**config.mk**
```make
export PLATFORM = sky130hd
export DESIGN_NAME = interrupt_wake_enable_logic
export DESIGN_NICKNAME = d
export VERILOG_FILES = /design/src/wake_enable_pkg.sv /design/src/interrupt_wake_enable_logic.sv /design/src/wake_enable_reg.sv
export SDC_FILE = /design/constraint.sdc
export NUM_CORES = 1
export LEC_CHECK = 0
export BUFFER_PORTS_ARGS = -buffer_cell sky130_fd_sc_hd__buf_2
export CORE_MARGIN = 2
export CORE_UTILIZATION = 35
export CTS_CLUSTER_SIZE = 30
export DETAILED_ROUTE_END_ITERATION = 10
export PLACE_DENSITY = 0.84
export SYNTH_ARGS = -nofsm -noshare
export SYNTH_HDL_FRONTEND = slang
export SYNTH_SLANG_ARGS = --single-unit
```
**constraint.sdc**
```tcl
create_clock -name CLOCK -period 3.9 [get_ports CLOCK]
set_clock_uncertainty 0.15 [all_clocks]
set_input_delay 0.585 -clock CLOCK [delete_from_list [all_inputs] [get_ports CLOCK]]
set_output_delay 0.585 -clock CLOCK [all_outputs]
set_load 0.1 [all_outputs]
```
**src/wake_enable_pkg.sv**
```systemverilog
// Package: register map, field positions and types for the peripheral wake enable logic
`default_nettype none
package wake_enable_pkg;

  localparam logic [31:0] PERIPHERAL_WAKE_ENABLE_ADDR = 32'h40048214;
  localparam logic [31:0] WAKE_ENABLE_RESET = 32'h00000000;
  localparam logic [31:0] WAKE_ENABLE_MASK = 32'h0000B13B;
  localparam logic [31:0] READ_UNMAPPED = 32'h00000000;

  localparam int SERIAL_PERIPH_ZERO_BIT = 0;
  localparam int SERIAL_PERIPH_ONE_BIT = 1;
  localparam int ASYNC_PORT_ZERO_BIT = 3;
  localparam int ASYNC_PORT_ONE_BIT = 4;
  localparam int ASYNC_PORT_TWO_BIT = 5;
  localparam int I2C_BIT = 8;
  localparam int WINDOWED_WATCHDOG_BIT = 12;
  localparam int BROWNOUT_BIT = 13;
  localparam int SELF_WAKE_TIMER_BIT = 15;

  localparam int SOURCE_COUNT = 16;
  localparam logic [1:0] POWER_MODE_RUN = 2'h0;

  typedef enum logic [1:0] {
    MODE_RUN,
    MODE_SLEEP,
    MODE_DEEP_SLEEP,
    MODE_POWER_DOWN
  } power_mode_type;

  typedef struct packed {
    logic [31:0] addr;
    logic [31:0] wdata;
    logic write;
    logic read;
  } reg_req_type;

endpackage
`default_nettype wire

```
**src/interrupt_wake_enable_logic.sv**
```systemverilog
// Wake enable mask that gates peripheral interrupts into one wake request
`timescale 1ns/1ps
`default_nettype none
// Operation
// - Mask decides which interrupts may wake from deep-sleep and power-down.
// - Bits 0,1,8,12,13 enable both serial, I2C, watchdog, brown-out wakes.
// - Bit 3 enables first async port wake; port must be synchronous slave.
// - Bit 4 enables second async port wake; port must be synchronous slave.
// - Bit 5 enables third async port wake; port must be synchronous slave.
// - Bit 15 enables self wake timer wake; cleared means no wake.
// - Defined bits reset to zero; reserved bits read zero, no function.
module interrupt_wake_enable_logic (
  input wire logic CLOCK,
  input wire logic RST_N,
  input wire logic [31:0] ADDR,
  input wire logic [31:0] WDATA,
  input wire logic WRITE,
  input wire logic READ,
  output logic [31:0] RDATA,
  input wire logic [1:0] POWER_MODE,
  input wire logic SERIAL_PERIPH_ZERO_IRQ,
  input wire logic SERIAL_PERIPH_ONE_IRQ,
  input wire logic ASYNC_PORT_ZERO_IRQ,
  input wire logic ASYNC_PORT_ONE_IRQ,
  input wire logic ASYNC_PORT_TWO_IRQ,
  input wire logic I2C_IRQ,
  input wire logic WINDOWED_WATCHDOG_IRQ,
  input wire logic BROWNOUT_IRQ,
  input wire logic SELF_WAKE_TIMER_IRQ,
  output logic WAKE_REQUEST,
  output logic [31:0] WAKE_ENABLE
);

  wake_enable_pkg::reg_req_type req;
  logic hit;
  logic [31:0] mask_value;
  logic [31:0] reg_rdata;
  logic [15:0] irq_vec;
  logic low_power;
  logic wake_r;
  logic wake_nxt;

  assign req = '{addr: ADDR, wdata: WDATA, write: WRITE, read: READ};
  assign hit = (req.addr == wake_enable_pkg::PERIPHERAL_WAKE_ENABLE_ADDR);

  wake_enable_reg #(
    .WIDTH(32)
  ) u_mask (
    .clock(CLOCK),
    .rst_n(RST_N),
    .wr_en(req.write && hit),
    .wr_data(req.wdata),
    .wr_mask(wake_enable_pkg::WAKE_ENABLE_MASK),
    .rd_en(req.read && hit),
    .value(mask_value),
    .rd_data(reg_rdata)
  );

  always_comb begin
    irq_vec = '0;
    irq_vec[wake_enable_pkg::SERIAL_PERIPH_ZERO_BIT] = SERIAL_PERIPH_ZERO_IRQ;
    irq_vec[wake_enable_pkg::SERIAL_PERIPH_ONE_BIT] = SERIAL_PERIPH_ONE_IRQ;
    irq_vec[wake_enable_pkg::ASYNC_PORT_ZERO_BIT] = ASYNC_PORT_ZERO_IRQ;
    irq_vec[wake_enable_pkg::ASYNC_PORT_ONE_BIT] = ASYNC_PORT_ONE_IRQ;
    irq_vec[wake_enable_pkg::ASYNC_PORT_TWO_BIT] = ASYNC_PORT_TWO_IRQ;
    irq_vec[wake_enable_pkg::I2C_BIT] = I2C_IRQ;
    irq_vec[wake_enable_pkg::WINDOWED_WATCHDOG_BIT] = WINDOWED_WATCHDOG_IRQ;
    irq_vec[wake_enable_pkg::BROWNOUT_BIT] = BROWNOUT_IRQ;
    irq_vec[wake_enable_pkg::SELF_WAKE_TIMER_BIT] = SELF_WAKE_TIMER_IRQ;
  end

  assign low_power = (POWER_MODE == wake_enable_pkg::MODE_DEEP_SLEEP) ||
                     (POWER_MODE == wake_enable_pkg::MODE_POWER_DOWN);

  always_comb begin
    wake_nxt = low_power && (|(irq_vec & mask_value[15:0]));
  end

  always_ff @(posedge CLOCK) begin
    if (!RST_N) begin
      wake_r <= 1'b0;
    end else begin
      wake_r <= wake_nxt;
    end
  end

  // Read flop is zero outside mapped reads, so no mux follows it
  assign RDATA = reg_rdata;
  assign WAKE_REQUEST = wake_r;
  assign WAKE_ENABLE = mask_value;

  AST_WAKE_GATED: assert property (@(posedge CLOCK) disable iff (!RST_N)
    wake_nxt |=> WAKE_REQUEST)
    else $error("wake request missed");

  AST_WAKE_DROPS: assert property (@(posedge CLOCK) disable iff (!RST_N)
    !wake_nxt |=> !WAKE_REQUEST)
    else $error("wake request without enabled source");

  AST_NO_WAKE_RUN: assert property (@(posedge CLOCK) disable iff (!RST_N)
    !low_power |=> !WAKE_REQUEST)
    else $error("wake outside low power");

  AST_RESERVED_ZERO: assert property (@(posedge CLOCK) disable iff (!RST_N)
    (mask_value & ~wake_enable_pkg::WAKE_ENABLE_MASK) == 32'h00000000)
    else $error("reserved bit set");

  AST_WRITE_TAKES: assert property (@(posedge CLOCK) disable iff (!RST_N)
    (WRITE && hit) |=> (mask_value == ($past(WDATA) & wake_enable_pkg::WAKE_ENABLE_MASK)))
    else $error("write not stored");

  AST_MASK_HOLDS: assert property (@(posedge CLOCK) disable iff (!RST_N)
    !(WRITE && hit) |=> $stable(mask_value))
    else $error("mask changed without a write");

  AST_READ_BACK: assert property (@(posedge CLOCK) disable iff (!RST_N)
    (READ && hit) |=> (RDATA == $past(mask_value)))
    else $error("read data wrong");

  AST_RDATA_IDLE: assert property (@(posedge CLOCK) disable iff (!RST_N)
    !(READ && hit) |=> (RDATA == wake_enable_pkg::READ_UNMAPPED))
    else $error("read data outside a mapped read");

  AST_SERIAL_ZERO_WAKE: assert property (@(posedge CLOCK) disable iff (!RST_N)
    (low_power && SERIAL_PERIPH_ZERO_IRQ &&
     mask_value[wake_enable_pkg::SERIAL_PERIPH_ZERO_BIT]) |=> WAKE_REQUEST)
    else $error("serial port zero wake missed");

  AST_SERIAL_ONE_WAKE: assert property (@(posedge CLOCK) disable iff (!RST_N)
    (low_power && SERIAL_PERIPH_ONE_IRQ &&
     mask_value[wake_enable_pkg::SERIAL_PERIPH_ONE_BIT]) |=> WAKE_REQUEST)
    else $error("serial port one wake missed");

  AST_ASYNC_ZERO_WAKE: assert property (@(posedge CLOCK) disable iff (!RST_N)
    (low_power && ASYNC_PORT_ZERO_IRQ &&
     mask_value[wake_enable_pkg::ASYNC_PORT_ZERO_BIT]) |=> WAKE_REQUEST)
    else $error("async port zero wake missed");

  AST_ASYNC_ONE_WAKE: assert property (@(posedge CLOCK) disable iff (!RST_N)
    (low_power && ASYNC_PORT_ONE_IRQ &&
     mask_value[wake_enable_pkg::ASYNC_PORT_ONE_BIT]) |=> WAKE_REQUEST)
    else $error("async port one wake missed");

  AST_ASYNC_TWO_WAKE: assert property (@(posedge CLOCK) disable iff (!RST_N)
    (low_power && ASYNC_PORT_TWO_IRQ &&
     mask_value[wake_enable_pkg::ASYNC_PORT_TWO_BIT]) |=> WAKE_REQUEST)
    else $error("async port two wake missed");

  AST_I2C_WAKE: assert property (@(posedge CLOCK) disable iff (!RST_N)
    (low_power && I2C_IRQ &&
     mask_value[wake_enable_pkg::I2C_BIT]) |=> WAKE_REQUEST)
    else $error("bus unit wake missed");

  AST_WATCHDOG_WAKE: assert property (@(posedge CLOCK) disable iff (!RST_N)
    (low_power && WINDOWED_WATCHDOG_IRQ &&
     mask_value[wake_enable_pkg::WINDOWED_WATCHDOG_BIT]) |=> WAKE_REQUEST)
    else $error("watchdog wake missed");

  AST_BROWNOUT_WAKE: assert property (@(posedge CLOCK) disable iff (!RST_N)
    (low_power && BROWNOUT_IRQ &&
     mask_value[wake_enable_pkg::BROWNOUT_BIT]) |=> WAKE_REQUEST)
    else $error("brown-out wake missed");

  AST_TIMER_WAKE: assert property (@(posedge CLOCK) disable iff (!RST_N)
    (low_power && SELF_WAKE_TIMER_IRQ &&
     mask_value[wake_enable_pkg::SELF_WAKE_TIMER_BIT]) |=> WAKE_REQUEST)
    else $error("timer wake missed");

  AST_TIMER_OFF: assert property (@(posedge CLOCK) disable iff (!RST_N)
    (!mask_value[wake_enable_pkg::SELF_WAKE_TIMER_BIT] &&
     (irq_vec & mask_value[15:0]) == 16'h0000) |=> !WAKE_REQUEST)
    else $error("masked timer woke device");

  AST_RESET_CLEAR: assert property (@(posedge CLOCK)
    !RST_N |=> (mask_value == wake_enable_pkg::WAKE_ENABLE_RESET))
    else $error("mask not cleared by reset");

  AST_RESET_WAKE: assert property (@(posedge CLOCK)
    !RST_N |=> !WAKE_REQUEST)
    else $error("wake request not cleared by reset");

  // Main scenarios
  COV_WAKE: cover property (@(posedge CLOCK) disable iff (!RST_N) WAKE_REQUEST);
  COV_WRITE_READ: cover property (@(posedge CLOCK) disable iff (!RST_N)
    (WRITE && hit) ##2 (READ && hit));
  COV_MASKED: cover property (@(posedge CLOCK) disable iff (!RST_N)
    low_power && (|irq_vec) && !wake_nxt);
  COV_DEEP_SLEEP_WAKE: cover property (@(posedge CLOCK) disable iff (!RST_N)
    (POWER_MODE == wake_enable_pkg::MODE_DEEP_SLEEP) ##1 WAKE_REQUEST);
  COV_POWER_DOWN_WAKE: cover property (@(posedge CLOCK) disable iff (!RST_N)
    (POWER_MODE == wake_enable_pkg::MODE_POWER_DOWN) ##1 WAKE_REQUEST);

endmodule
`default_nettype wire

```
**src/wake_enable_reg.sv**
```systemverilog
// Holds the wake enable mask word and returns it one cycle after a read
`timescale 1ns/1ps
`default_nettype none
module wake_enable_reg #(
  parameter int WIDTH = 32
) (
  input wire logic clock,
  input wire logic rst_n,
  input wire logic wr_en,
  input wire logic [WIDTH-1:0] wr_data,
  input wire logic [WIDTH-1:0] wr_mask,
  input wire logic rd_en,
  output logic [WIDTH-1:0] value,
  output logic [WIDTH-1:0] rd_data
);

  logic [WIDTH-1:0] value_r;
  logic [WIDTH-1:0] value_nxt;
  logic [WIDTH-1:0] rd_data_r;
  logic [WIDTH-1:0] rd_data_nxt;

  always_comb begin
    value_nxt = value_r;
    rd_data_nxt = '0;
    if (wr_en) begin
      value_nxt = wr_data & wr_mask;
    end
    if (rd_en) begin
      rd_data_nxt = value_r;
    end
  end

  always_ff @(posedge clock) begin
    if (!rst_n) begin
      value_r <= '0;
      rd_data_r <= '0;
    end else begin
      value_r <= value_nxt;
      rd_data_r <= rd_data_nxt;
    end
  end

  assign value = value_r;
  assign rd_data = rd_data_r;

endmodule
`default_nettype wire

```
# Word level (Yosys, flattened, before mapping)

Index checks and enable logic that the tools add are counted.

Memory bits (writable): 0
Register bits after elaboration: 19
Output and inout bits: 65
Memory bits (read-only): 0
Word-level logic and storage cells: 13
Memories kept: 0
Latch bits: 0

Magnitude comparators: 0
Equality and inequality tests: 3
Multiplexer cells: 0
Shifts and indexed selects: 0
Multipliers: 0
Add/sub/neg operators: 0
Bitwise operators: 1
Reductions and logical operators: 6
Divide/modulo/power cells: 0

Operator list:

| operator                                                                 | number |
|---|---|
| 32-bit by 31-bit equality test with 1-bit output (second input constant) | 1 |
| 16-bit AND                                                               | 1 |
| 16-bit OR reduction                                                      | 1 |
| 2-bit equality test (second input constant)                              | 2 |
| 1-bit logical AND                                                        | 3 |
| 2-bit AND reduction                                                      | 1 |
| 1-bit logical OR                                                         | 1 |

# Logic depth before layout (Yosys ltp)

Gate-level depths: netlist (run 1).

Depth after elaboration: 3
Depth in mapped cells: 5
Depth with buffers taken out: 4

# By module

Synthesis (run 1) repeated with hierarchy kept, for this count alone.

Cells, all modules: 236
Area, all modules: 2379.8 um2

Modules (own cells, without submodules):

| module                      | seq. area each (um2) | times used | area each (um2) | cells an instance |
|---|---|---|---|---|
| wake_enable_reg             | 1281.2               | 1          | 2193.4          | 213 |
| interrupt_wake_enable_logic | 20.0                 | 1          | 186.4           | 23 |

# Least setup slack after synthesis (run 1)

OpenSTA, ideal clock, no wires.

Kind: input to register
From: input port ADDR[22]
To: register u_mask.value_r[12] (netlist: u_mask.value[12])
Data required time: 3678 ps
Stages on the path: 5
Data arrival time: 1510 ps
Library setup time: 72 ps
Path slack: 2168 ps
Cells stage by stage: nor4_2 nand4_1 nor3_2 buf_6 mux2i_1

Cells in the longest elaborated chain, start to end: 2

Ends and longest elaborated chain:

| what                                             | RTL line                          | source |
|---|---|---|
| start, declared                                  | interrupt_wake_enable_logic.sv:15 | `input wire logic [31:0] ADDR,` |
| 32-bit by 31-bit equality test with 1-bit output | interrupt_wake_enable_logic.sv:44 | `assign hit = (req.addr == wake_enable_pkg::PERIPHERAL_WAKE_ENABLE_ADDR);` |
| 1-bit logical AND                                | interrupt_wake_enable_logic.sv:51 | `.wr_en(req.write && hit),` |
| end signal, assigned                             | wake_enable_reg.sv:38             | `value_r <= value_nxt;` |
| end, declared                                    | wake_enable_reg.sv:17             | `logic [WIDTH-1:0] value_r;` |

No other way between the ends.
A chain may end at the register's enable or synchronous reset.

# Final worst setup path (run 1)

From: input port ADDR[29]
To: register u_mask.value_r[13] (netlist: u_mask.value[13])

The elaborated chain is that of the path after synthesis.

==> summary.md, run 1 <==
| Metric | Value |
|---|---|
| Lkg Pwr | `0.7368 nW` |
| IO Port Bufs | `73` |
| Skew-Pair Late Insertion Delay | `0.28 ns` |
| GRT Overall Usage | `0.1119` |
| Layout cell share with drive strength beyond 1 | `0.4343` |
| CORE AREA | `3103 um2` |
| GP Congestion | `0.7402` |
| Setup_tns | `0 ns` |
| Crit path cell chain | `buf_2 > nor4_2 > nand4_1 > nor3_2 > mux2i_1` |
| Sink Count | `19` |
| CTS H-tree depth | `1` |
| Fmax achieved | `477.0 MHz` |
| Slowest CP cell | `nor3_2` |
| Vias | `929` |
| Status | `completed` |
| CTS tree | `yes` |
| Commonest non-fill, non-tap cell in the layout | `buf_2` |
| Final Hold Fails | `0` |
| Total power | `0.0005171 W` |
| Post-synthesis register bit count | `19` |
| Cts hold-fix bufs | `0` |
| Drt total wl | `2.229 mm` |
| Initial antenna violation count | `0` |
| GR Overflow Total | `0` |
| DRT iter0 DRCs | `34` |
| Ys Warns | `0` |
| Rows | `20` |
| Area leader, netlist | `dfxtp_1` |
| Largest net degree at the start of global routing | `21` |
| Cell count of the worst reg-to-reg path | `3` |
| HP Class | `register to register` |
| Worst slew margin | `0.4235` |
| Vias in the first global route | `825` |
| Die width | `61.54 um` |
| Worst slew pin tran | `0.8601 ns` |
| Area grow syn2layout | `21.60%` |
| HPWL Detailed | `1.919 mm` |
| Syn Area/Cell | `9.269 um2` |
| Worst vdd ir | `0.1551 mV` |
| Final Core Density | `0.4540` |
| CTS max path bufs | `2` |
| Die Height | `61.54 um` |
| FF-to-FF End | `WAKE_REQUEST` |
| Final net count | `278` |
| Crit path kind | `primary input to register` |
| Pwr/cell area | `367.0 nW/um2` |
| CP max stage delay | `0.74 ns` |
| Fin crit share | `0.5376` |
| Drt pass-1 iters | `4` |
| Worst EP required | `3.97 ns` |
| Arr. time, crit path | `2.17 ns` |
| Drt wl/cell | `9.211 um` |
| Mapped Cells | `125` |
| CP Capture Type | `register` |
| Max-cap violations | `0` |
| # DRC | `0` |
| Largest cells by area after synthesis | `dfxtp_1 (33%), buf_4 (30%), mux2i_1 (7.8%), nand2_1 (6.5%), nor4b_2 (5.2%)` |
| Crit-path max FO | `9` |
| # diodes | `0` |
| Area of the die | `3787 um2` |
| CP Launch Point | `ADDR[29]` |
| Tmin final | `2.096 ns` |
| Count of final setup violators | `0` |
| R2R setup slack | `2.76 ns` |
| Commonest non-fill, non-tap cells in the layout | `buf_2 (73), conb_1 (46), nand2_1 (20), dfxtp_1 (19)` |
| Routed Antenna Nets | `0` |
| Post-CTS Setup Bufs | `0` |
| Initial Util | `0.3734` |
| Number of CTS-inserted buffers | `3` |
| Critical path launch point type | `primary input` |
| Final Max Tran Viols | `0` |
| FILL cells | `311` |
| CTS root buffer | `clkbuf_4` |
| Post-synth cell types | `20` |
| Post-synth top area share | `0.3283` |
| Vias per std cell | `3.839` |
| CTS clk-pin slew, worst paths | `0.10 ns` |
| Synthesized cell area | `1159 um2` |
| First-pass GRT wire length | `3.305 mm` |
| RSZ-0062 raised after global routing | `no` |
| I/O Pins | `144` |
| CP Capture Point | `u_mask.value[13]` |
| Seq/Total Area, Yosys | `0.3283` |
| Worst r2r src | `u_mask.value[8]` |
| CTS resizes | `0` |
## synthesized netlist by cell type, drive strengths merged
cell     n
buf     48
nand2   20
dfxtp   19
and2     9
mux2i    9
nor4b    4
nor4     3
nand4    2
nor3     2
a221oi   1
a222oi   1
a22o     1
a22oi    1
a31oi    1
and4bb   1
clkbuf   1
conb     1
inv      1
## metal layers
layer,global-route usage,up-vias,wire length (um)
met2,0.2120,61,1132
li1,-,471,-
met5,0,-,0
met3,0.01471,0,258
met4,0.04255,0,0
met1,0.1248,397,838
## state kept, by name (all words and copies together), names as in the netlist
signal and cells:
u_mask.rd_data 9, u_mask.value 9, WAKE_REQUEST 1
## cell type report
type | instances | area (um2) | area share
Clock buffer | 4 | 26.28 | 0.01865
Inverter | 1 | 3.754 | 0.002664
Multi-Input combinational cell | 101 | 578.1 | 0.4103
Sequential cell | 19 | 380.4 | 0.2700
Tap cell | 44 | 55.05 | 0.03908
Timing Repair Buffer | 73 | 365.4 | 0.2593
## power by group
group,switching [W],internal [W]
Sequential,0.0000000000000171,0.000194
Combinational,0.000207,0.0000232
Clock,0.0000534,0.0000397
Total,0.000260,0.000257
## through the flow
stage                     hold slack [ns]  cell area [um2]  cells  setup slack (ns)
final                              0.3446             1409    242             1.804
after global routing               0.3704             1409    242             1.648
after CTS                          0.3470             1409    242             1.771
after detailed placement           0.3314             1383    238             1.488
after global placement             0.3190             1383    238             1.482
after floorplan                    0.5512             1328    170             2.168
## cells by family (layout without fill, tap and decap cells)
family / count (synthesis) / in the layout / synth area share
AO/OA/AOI/OAI: 5 / 5 / 0.03565
buffers and inverters: 50 / 78 / 0.3186
flip-flops: 19 / 19 / 0.3283
multiplexers: 9 / 9 / 0.07776
other: 1 / 46 / 0.003237
AND/OR/NAND/NOR: 41 / 41 / 0.2365
## worst max-delay path, delay by kind of cell
| family | cells | cell delay [ns] |
|---|---|---|
| simple gates | 3 | 1.22 |
| mux | 1 | 0.25 |
| buf+inv | 1 | 0.10 |
## how the worst min path moves through the flow
stage / from / end / slack [ns] / cells after the start
global route: POWER_MODE[1] / WAKE_REQUEST / 0.37 / 3
global placement: u_mask.value[12] / u_mask.value[12] / 0.32 / 2
detailed placement: u_mask.value[4] / u_mask.value[4] / 0.33 / 2
finish: u_mask.value[15] / u_mask.value[15] / 0.34 / 2
CTS: u_mask.value[12] / u_mask.value[12] / 0.35 / 2
floorplan: POWER_MODE[1] / WAKE_REQUEST / 0.55 / 2
Note: power is estimated with default switching activity, not from simulation.
==> inputs of run 2 (changes only) <==
--- a/config.mk
+++ b/config.mk
@@ -5,12 +5,13 @@
 export SDC_FILE = /design/constraint.sdc
 export NUM_CORES = 1
 export LEC_CHECK = 0
+export ABC_AREA = 1
 export BUFFER_PORTS_ARGS = -buffer_cell sky130_fd_sc_hd__buf_2
 export CORE_MARGIN = 2
-export CORE_UTILIZATION = 35
+export CORE_UTILIZATION = 36
 export CTS_CLUSTER_SIZE = 30
 export DETAILED_ROUTE_END_ITERATION = 10
-export PLACE_DENSITY = 0.84
+export PLACE_DENSITY = 0.79
 export SYNTH_ARGS = -nofsm -noshare
 export SYNTH_HDL_FRONTEND = slang
 export SYNTH_SLANG_ARGS = --single-unit
==> constraint.sdc (replaced) <==
create_clock -name CLOCK -period 2.1 [get_ports CLOCK]
set_clock_uncertainty 0.15 [all_clocks]
set_input_delay 0.315 -clock CLOCK [delete_from_list [all_inputs] [get_ports CLOCK]]
set_output_delay 0.315 -clock CLOCK [all_outputs]
set_load 0.1 [all_outputs]
==> run 2 against run 1 <==
Die area increased by 20%; register-to-register slack got worse by 1.6 ns; total power increased by 100%; critical path type is now register to output port; critical endpoint is now WAKE_ENABLE[8]; largest cell class unchanged.
==> summary.md, run 2 <==
| Metric | Value |
|---|---|
| Status | `completed` |
| Crit path kind | `register to output port` |
| Hold path startpoint | `POWER_MODE[1]` |
| CTS max path bufs | `2` |
| Critical path launch point type | `register` |
| Area grow syn2layout | `19.24%` |
| FILL cells | `452` |
| Placed cells | `355` |
| Rows | `23` |
| Post-synthesis register bit count | `19` |
| CTS tree | `yes` |
| CP Launch Point | `u_mask.value[8]` |
| GP Congestion | `0.6995` |
| Final std cells w/o fill | `359` |
| Fin crit share | `0.7280` |
| Largest net degree at the start of global routing | `12` |
| Mapped Cells | `235` |
| Commonest non-fill, non-tap cell in the layout | `buf_2` |
| Multi-input logic area | `691.9 um2` |
| Ys Warns | `0` |
| Post-synth top cells | `nand2_1 (51), inv_1 (49), nor2_1 (47), buf_4 (46), dfxtp_1 (19)` |
| Vias | `1393` |
| # DRC | `0` |
| Commonest non-fill, non-tap cells in the layout | `buf_2 (73), nand2_1 (51), inv_1 (49), nor2_1 (47), conb_1 (46)` |
| Final Max Tran Viols | `0` |
| Post-synth top area share | `0.2623` |
| HPWL Detailed | `2.536 mm` |
| Initial antenna violation count | `0` |
| R2R setup slack | `1.16 ns` |
| Vias in the first global route | `1150` |
| Final net count | `389` |
| Async SR Flop Fraction | `0` |
| Tmin final | `1.529 ns` |
| Die Height | `67.47 um` |
| Most frequent cell after synthesis | `nand2_1` |
| Cell family with most CP delay | `buffers and inverters` |
| Post-CTS Setup Bufs | `0` |
| Routed Antenna Nets | `0` |
| Worst vdd ir | `0.2760 mV` |
| CP Capture Type | `output port` |
| Die width | `67.47 um` |
| First-pass GRT wire length | `4.588 mm` |
| CTS H-tree depth | `1` |
| Lkg Pwr | `1.044 nW` |
| Largest cells by area after synthesis | `dfxtp_1 (26%), buf_4 (24%), nand2_1 (13%), inv_1 (13%), nor2_1 (12%)` |
| Pwr/cell area | `612.4 nW/um2` |
| Skew-Pair Late Insertion Delay | `0.25 ns` |
| Sink Count | `19` |
| Drt wl/cell | `8.432 um` |
| Layout cell share with drive strength beyond 1 | `0.2621` |
| CTS clk-pin slew, worst paths | `0.07 ns` |
| Vias per std cell | `3.880` |
| Seq/Total Area, Yosys | `0.2623` |
| CP max stage delay | `0.44 ns` |
| I/O Pins | `144` |
| CTS root buffer | `clkbuf_8` |
| Arr. time, crit path | `1.06 ns` |
| HP Class | `primary input to register` |
| RSZ-0062 raised after global routing | `no` |
| Setup_tns | `0 ns` |
| Pre-CTS worst setup slack | `0.5821 ns` |
| CP bufs+invs | `1` |
| CTS resizes | `0` |
| Slowest CP cell | `buf_2` |
| Post-synth cell types | `14` |
| Syn Area/Cell | `6.171 um2` |
| Sequential Area | `380.4 um2` |
| # diodes | `0` |
| Fmax achieved | `654.1 MHz` |
| Setup WS post-layout | `0.5713 ns` |
| Drt total wl | `3.027 mm` |
| Cts hold-fix bufs | `0` |
| EDFF count, synth | `0` |
| Crit-path max FO | `3` |
| Crit path cell chain | `buf_2` |
| GRT Overall Usage | `0.1287` |
| Synth Flop Type | `dfxtp_1` |
| Hold_ws | `0.1452 ns` |
| Final Hold Fails | `0` |
| CORE AREA | `3943 um2` |
| DRT iter0 DRCs | `72` |
| IO Port Bufs | `73` |
| Crit path depth | `1` |
| Initial Util | `0.3678` |
| Worst EP required | `1.63 ns` |
| Drt pass-1 iters | `4` |
| Count of final setup violators | `0` |
| Max-cap violations | `0` |
| Number of CTS-inserted buffers | `3` |
| Cell count of the worst reg-to-reg path | `4` |
| Area of the die | `4552 um2` |
| Hold depth | `3` |
| Synthesized cell area | `1450 um2` |
| GR Overflow Total | `0` |
| Worst r2r src | `u_mask.value[8]` |
| Area leader, netlist | `dfxtp_1` |
run 2: cell count changes after synthesis, moves of 2 or more:
| cell | previous run | this run |
|---|---|---|
| and2_1 | 9 | 0 |
| inv_1 | 1 | 49 |
| mux2i_1 | 9 | 0 |
| nand2_1 | 20 | 51 |
| nand3_1 | 0 | 11 |
| nor2_1 | 0 | 47 |
| nor2_4 | 0 | 3 |
| nor3_2 | 2 | 0 |
| nor4_2 | 3 | 0 |
| nor4b_2 | 4 | 0 |
run 2: layout make-up:
| cell class | count | share of cell area |
|---|---|---|
| Timing Repair Buffer | 73 | 0.2113 |
| Tap cell | 50 | 0.03618 |
| Sequential cell | 19 | 0.2200 |
| Multi-Input combinational cell | 164 | 0.4001 |
| Clock buffer | 4 | 0.02605 |
| Inverter | 49 | 0.1064 |
run 2: path summary, 6_finish.rpt:
kind                            end
setup / recovery     WAKE_ENABLE[8]
hold / removal         WAKE_REQUEST
hold reg to reg   u_mask.rd_data[4]
setup reg to reg       WAKE_REQUEST
run 2: logic make-up after synthesis:
family | after synthesis | synth area share
AO/OA/AOI/OAI | 1 | 0.003448
buffers and inverters | 97 | 0.3770
flip-flops | 19 | 0.2623
other | 1 | 0.002586
AND/OR/NAND/NOR | 117 | 0.3546
run 2: stage by stage:
| stage | total power, W | area, um2 | utilization |
|---|---|---|---|
| 3_3_place_gp | 0.0008190 | 1684 | 0.4272 |
| 2_1_floorplan | 0.0008288 | 1619 | - |
| 3_5_place_dp | 0.0008214 | 1684 | 0.4272 |
| 6_report | 0.001059 | 1729 | 0.4386 |
| 5_1_grt | 0.001101 | 1729 | 0.4386 |
| 4_1_cts | 0.001064 | 1729 | 0.4386 |
run 2: routing by layer:
| metal | global-route usage | vias up | share of wire |
|---|---|---|---|
| li1 | - | 732 | - |
| met3 | 0.01333 | 2 | 0.10 |
| met1 | 0.1346 | 588 | 0.35 |
| met4 | 0.03827 | 0 | 0.0056 |
| met5 | 0 | - | 0 |
| met2 | 0.2623 | 71 | 0.54 |
run 2: where the power goes:
| part | leakage (nW) | total, W | switching [W] | internal, W |
|---|---|---|---|---|
| Clock | 0.0228 | 0.000244 | 0.000110 | 0.000134 |
| Sequential | 0.153 | 0.000360 | 0.0000000000000578 | 0.000360 |
| Combinational | 0.868 | 0.000455 | 0.000405 | 0.0000500 |
| Total | 1.04 | 0.00106 | 0.000514 | 0.000545 |
==> inputs of run 3 (changes only) <==
--- a/config.mk
+++ b/config.mk
@@ -5,13 +5,13 @@
 export SDC_FILE = /design/constraint.sdc
 export NUM_CORES = 1
 export LEC_CHECK = 0
-export ABC_AREA = 1
+export ABC_AREA = 0
 export BUFFER_PORTS_ARGS = -buffer_cell sky130_fd_sc_hd__buf_2
 export CORE_MARGIN = 2
-export CORE_UTILIZATION = 36
+export CORE_UTILIZATION = 32
 export CTS_CLUSTER_SIZE = 30
 export DETAILED_ROUTE_END_ITERATION = 10
-export PLACE_DENSITY = 0.79
+export PLACE_DENSITY = 0.78
 export SYNTH_ARGS = -nofsm -noshare
 export SYNTH_HDL_FRONTEND = slang
 export SYNTH_SLANG_ARGS = --single-unit
==> constraint.sdc (replaced) <==
create_clock -name CLOCK -period 1.6 [get_ports CLOCK]
set_clock_uncertainty 0.15 [all_clocks]
set_input_delay 0.24 -clock CLOCK [delete_from_list [all_inputs] [get_ports CLOCK]]
set_output_delay 0.24 -clock CLOCK [all_outputs]
set_load 0.1 [all_outputs]
==> run 3 against run 2 <==
Sequential share of layout area up 4.6 points; via count down 32%; critical path depth unchanged; count of clock-buffer cells in the layout unchanged; core utilization down 1.6 points; flip-flop and latch count unchanged; worst setup slack worse by 0.47 ns; non-clock buffer count up 4; global-route usage down 3.2 points; register-to-register slack worse by 0.73 ns; critical path type unchanged; critical endpoint is now WAKE_ENABLE[15]; largest cell class unchanged.
==> summary.md, run 3 (synthesized netlist as in run 1, its figures left out) <==
| Metric | Value |
|---|---|
| First-pass GRT wire length | `3.256 mm` |
| Final Max Tran Viols | `0` |
| CTS tree | `yes` |
| Initial Util | `0.3392` |
| Critical path launch point type | `register` |
| Worst EP required | `1.21 ns` |
| Commonest non-fill, non-tap cell in the layout | `buf_2` |
| IO Port Bufs | `73` |
| Max-cap violations | `0` |
| Commonest non-fill, non-tap cells in the layout | `buf_2 (73), conb_1 (46), nand2_1 (20), dfxtp_1 (16)` |
| Drt wl/cell | `8.835 um` |
| CTS H-tree depth | `1` |
| Die Height | `64.17 um` |
| Arr. time, crit path | `1.11 ns` |
| Sequential power share | `0.375` |
| Cts hold-fix bufs | `0` |
| Crit path cell chain | `buf_2` |
| CTS max path bufs | `2` |
| Switching power total | `0.0006325 W` |
| RSZ-0062 raised after global routing | `no` |
| Final net count | `282` |
| GP Congestion | `0.7148` |
| CORE AREA | `3416 um2` |
| Cell count of the worst reg-to-reg path | `3` |
| Final Instance Area | `1445 um2` |
| Vias in the first global route | `821` |
| Skew-Pair Late Insertion Delay | `0.28 ns` |
| Largest net degree at the start of global routing | `20` |
| Crit path kind | `register to output port` |
| Sw frac | `0.5021` |
| Dpl cell area | `1419 um2` |
| Routed Antenna Nets | `0` |
| Combinational Power Share | `0.446` |
| Status | `completed` |
| HPWL Detailed | `1.867 mm` |
| Worst vdd ir | `0.3067 mV` |
| DRT iter0 DRCs | `43` |
| Clock share of power | `0.179` |
| Die width | `64.17 um` |
| Cell family with most CP delay | `buffers and inverters` |
| CP bufs+invs | `1` |
| Number of CTS-inserted buffers | `3` |
| Pwr/cell area | `871.7 nW/um2` |
| Vias | `947` |
| # DRC | `0` |
| Pre-CTS worst setup slack | `-0.02774 ns` |
| CP max stage delay | `0.45 ns` |
| FF-to-FF End | `WAKE_REQUEST` |
| Hold endpoint | `WAKE_REQUEST` |
| Initial antenna violation count | `0` |
| Hold depth | `3` |
| CP Capture Type | `output port` |
| CTS root buffer | `clkbuf_4` |
| # diodes | `0` |
| Setup_tns | `0 ns` |
| Post-CTS Setup Bufs | `0` |
| HP Class | `primary input to register` |
| GRT Overall Usage | `0.09650` |
| Worst r2r src | `u_mask.value[1]` |
| R2R setup slack | `0.43 ns` |
| Final Hold Fails | `0` |
| Sink Count | `19` |
| Setup WS post-layout | `0.09673 ns` |
| CTS clk-pin slew, worst paths | `0.10 ns` |
| Vias per std cell | `3.819` |
| Hold path startpoint | `POWER_MODE[1]` |
| Layout cell share with drive strength beyond 1 | `0.4604` |
| Count of final setup violators | `0` |
| Drt total wl | `2.191 mm` |
| Area of the die | `4118 um2` |
| Area grow syn2layout | `24.73%` |
| GR Overflow Total | `0` |
| Rows | `21` |
| Multi-input logic area | `578.1 um2` |
| CTS resizes | `0` |
| Crit-path max FO | `4` |
| Sequential Area | `384.1 um2` |
| FILL cells | `360` |
| Tmin final | `1.503 ns` |
| Lkg Pwr | `0.7583 nW` |
| Fin crit share | `0.9395` |
| Drt pass-1 iters | `4` |
| I/O Pins | `144` |
| Int Power | `0.0006272 W` |
| Slowest CP cell | `buf_2` |
| Fmax achieved | `665.2 MHz` |
run 3: changes by cell type in the layout (fill, tap and decap cells not counted), sizes merged, moves of 2 or more:
cell   previous run  this run
nand2            51        20
nor2             50         0
mux2i             0         9
nand3            12         0
nor3              0         2
nor4              0         3
and2              0         9
nor4b             0         4
inv              49         1
buf              73        77
nand4             4         2
run 3: power groups by stage:
| stage | Clock (W) | Combinational (W) | Sequential [W] |
|---|---|---|---|
| detailed placement | 0 | 0.000560 | 0.000483 |
| global route | 0.000247 | 0.000577 | 0.000473 |
| global placement | 0 | 0.000558 | 0.000483 |
| floorplan | 0 | 0.000576 | 0.000483 |
| finish | 0.000225 | 0.000562 | 0.000472 |
| CTS | 0.000233 | 0.000560 | 0.000472 |
run 3: worst max path at each step:
stage | cells after the start | start | slack (ns) | end
final | 1 | u_mask.value[15] | 0.1 | WAKE_ENABLE[15]
after global routing | 1 | u_mask.value[4] | 0.06 | WAKE_ENABLE[4]
after CTS | 1 | u_mask.value[4] | 0.09 | WAKE_ENABLE[4]
after detailed placement | 7 | ADDR[29] | -0.03 | u_mask.rd_data[8]
after global placement | 7 | ADDR[29] | -0.01 | u_mask.rd_data[13]
after floorplan | 2 | u_mask.value[3] | 0.03 | WAKE_REQUEST
run 3: worst reg2reg max path, delay by kind of cell (launching register included):
| kind | cells | cell delay, ns |
|---|---|---|
| flops | 1 | 0.34 |
| compound gates | 3 | 0.56 |
run 3: area by class of cell:
| cell class | count | area share |
|---|---|---|
| multi-input combinational | 101 | 0.4000 |
| timing repair buffer | 77 | 0.2736 |
| sequential | 19 | 0.2658 |
| tap | 46 | 0.03983 |
| clock buffer | 4 | 0.01818 |
| inverter | 1 | 0.002597 |
run 3: through the flow:
| step | util | hold WS [ns] | total power, W | std cells |
|---|---|---|---|---|
| after floorplan | - | 0.2062 | 0.001060 | 170 |
| after global placement | 0.4154 | 0.3059 | 0.001041 | 244 |
| after detailed placement | 0.4154 | 0.3168 | 0.001043 | 244 |
| after CTS | 0.4231 | 0.02552 | 0.001266 | 248 |
| after global routing | 0.4231 | 0.02726 | 0.001297 | 248 |
| final | 0.4231 | 0.03604 | 0.001260 | 248 |
run 3: layer usage:
layer  global-route usage  share of wire  wire length [um]  vias up
met5                    0              0                 0        -
met4              0.03191         0.0041                 9        0
met3              0.01232           0.11               235        2
met2               0.1979           0.50              1106       58
met1              0.09774           0.38               839      409
li1                     -              -                 -      478
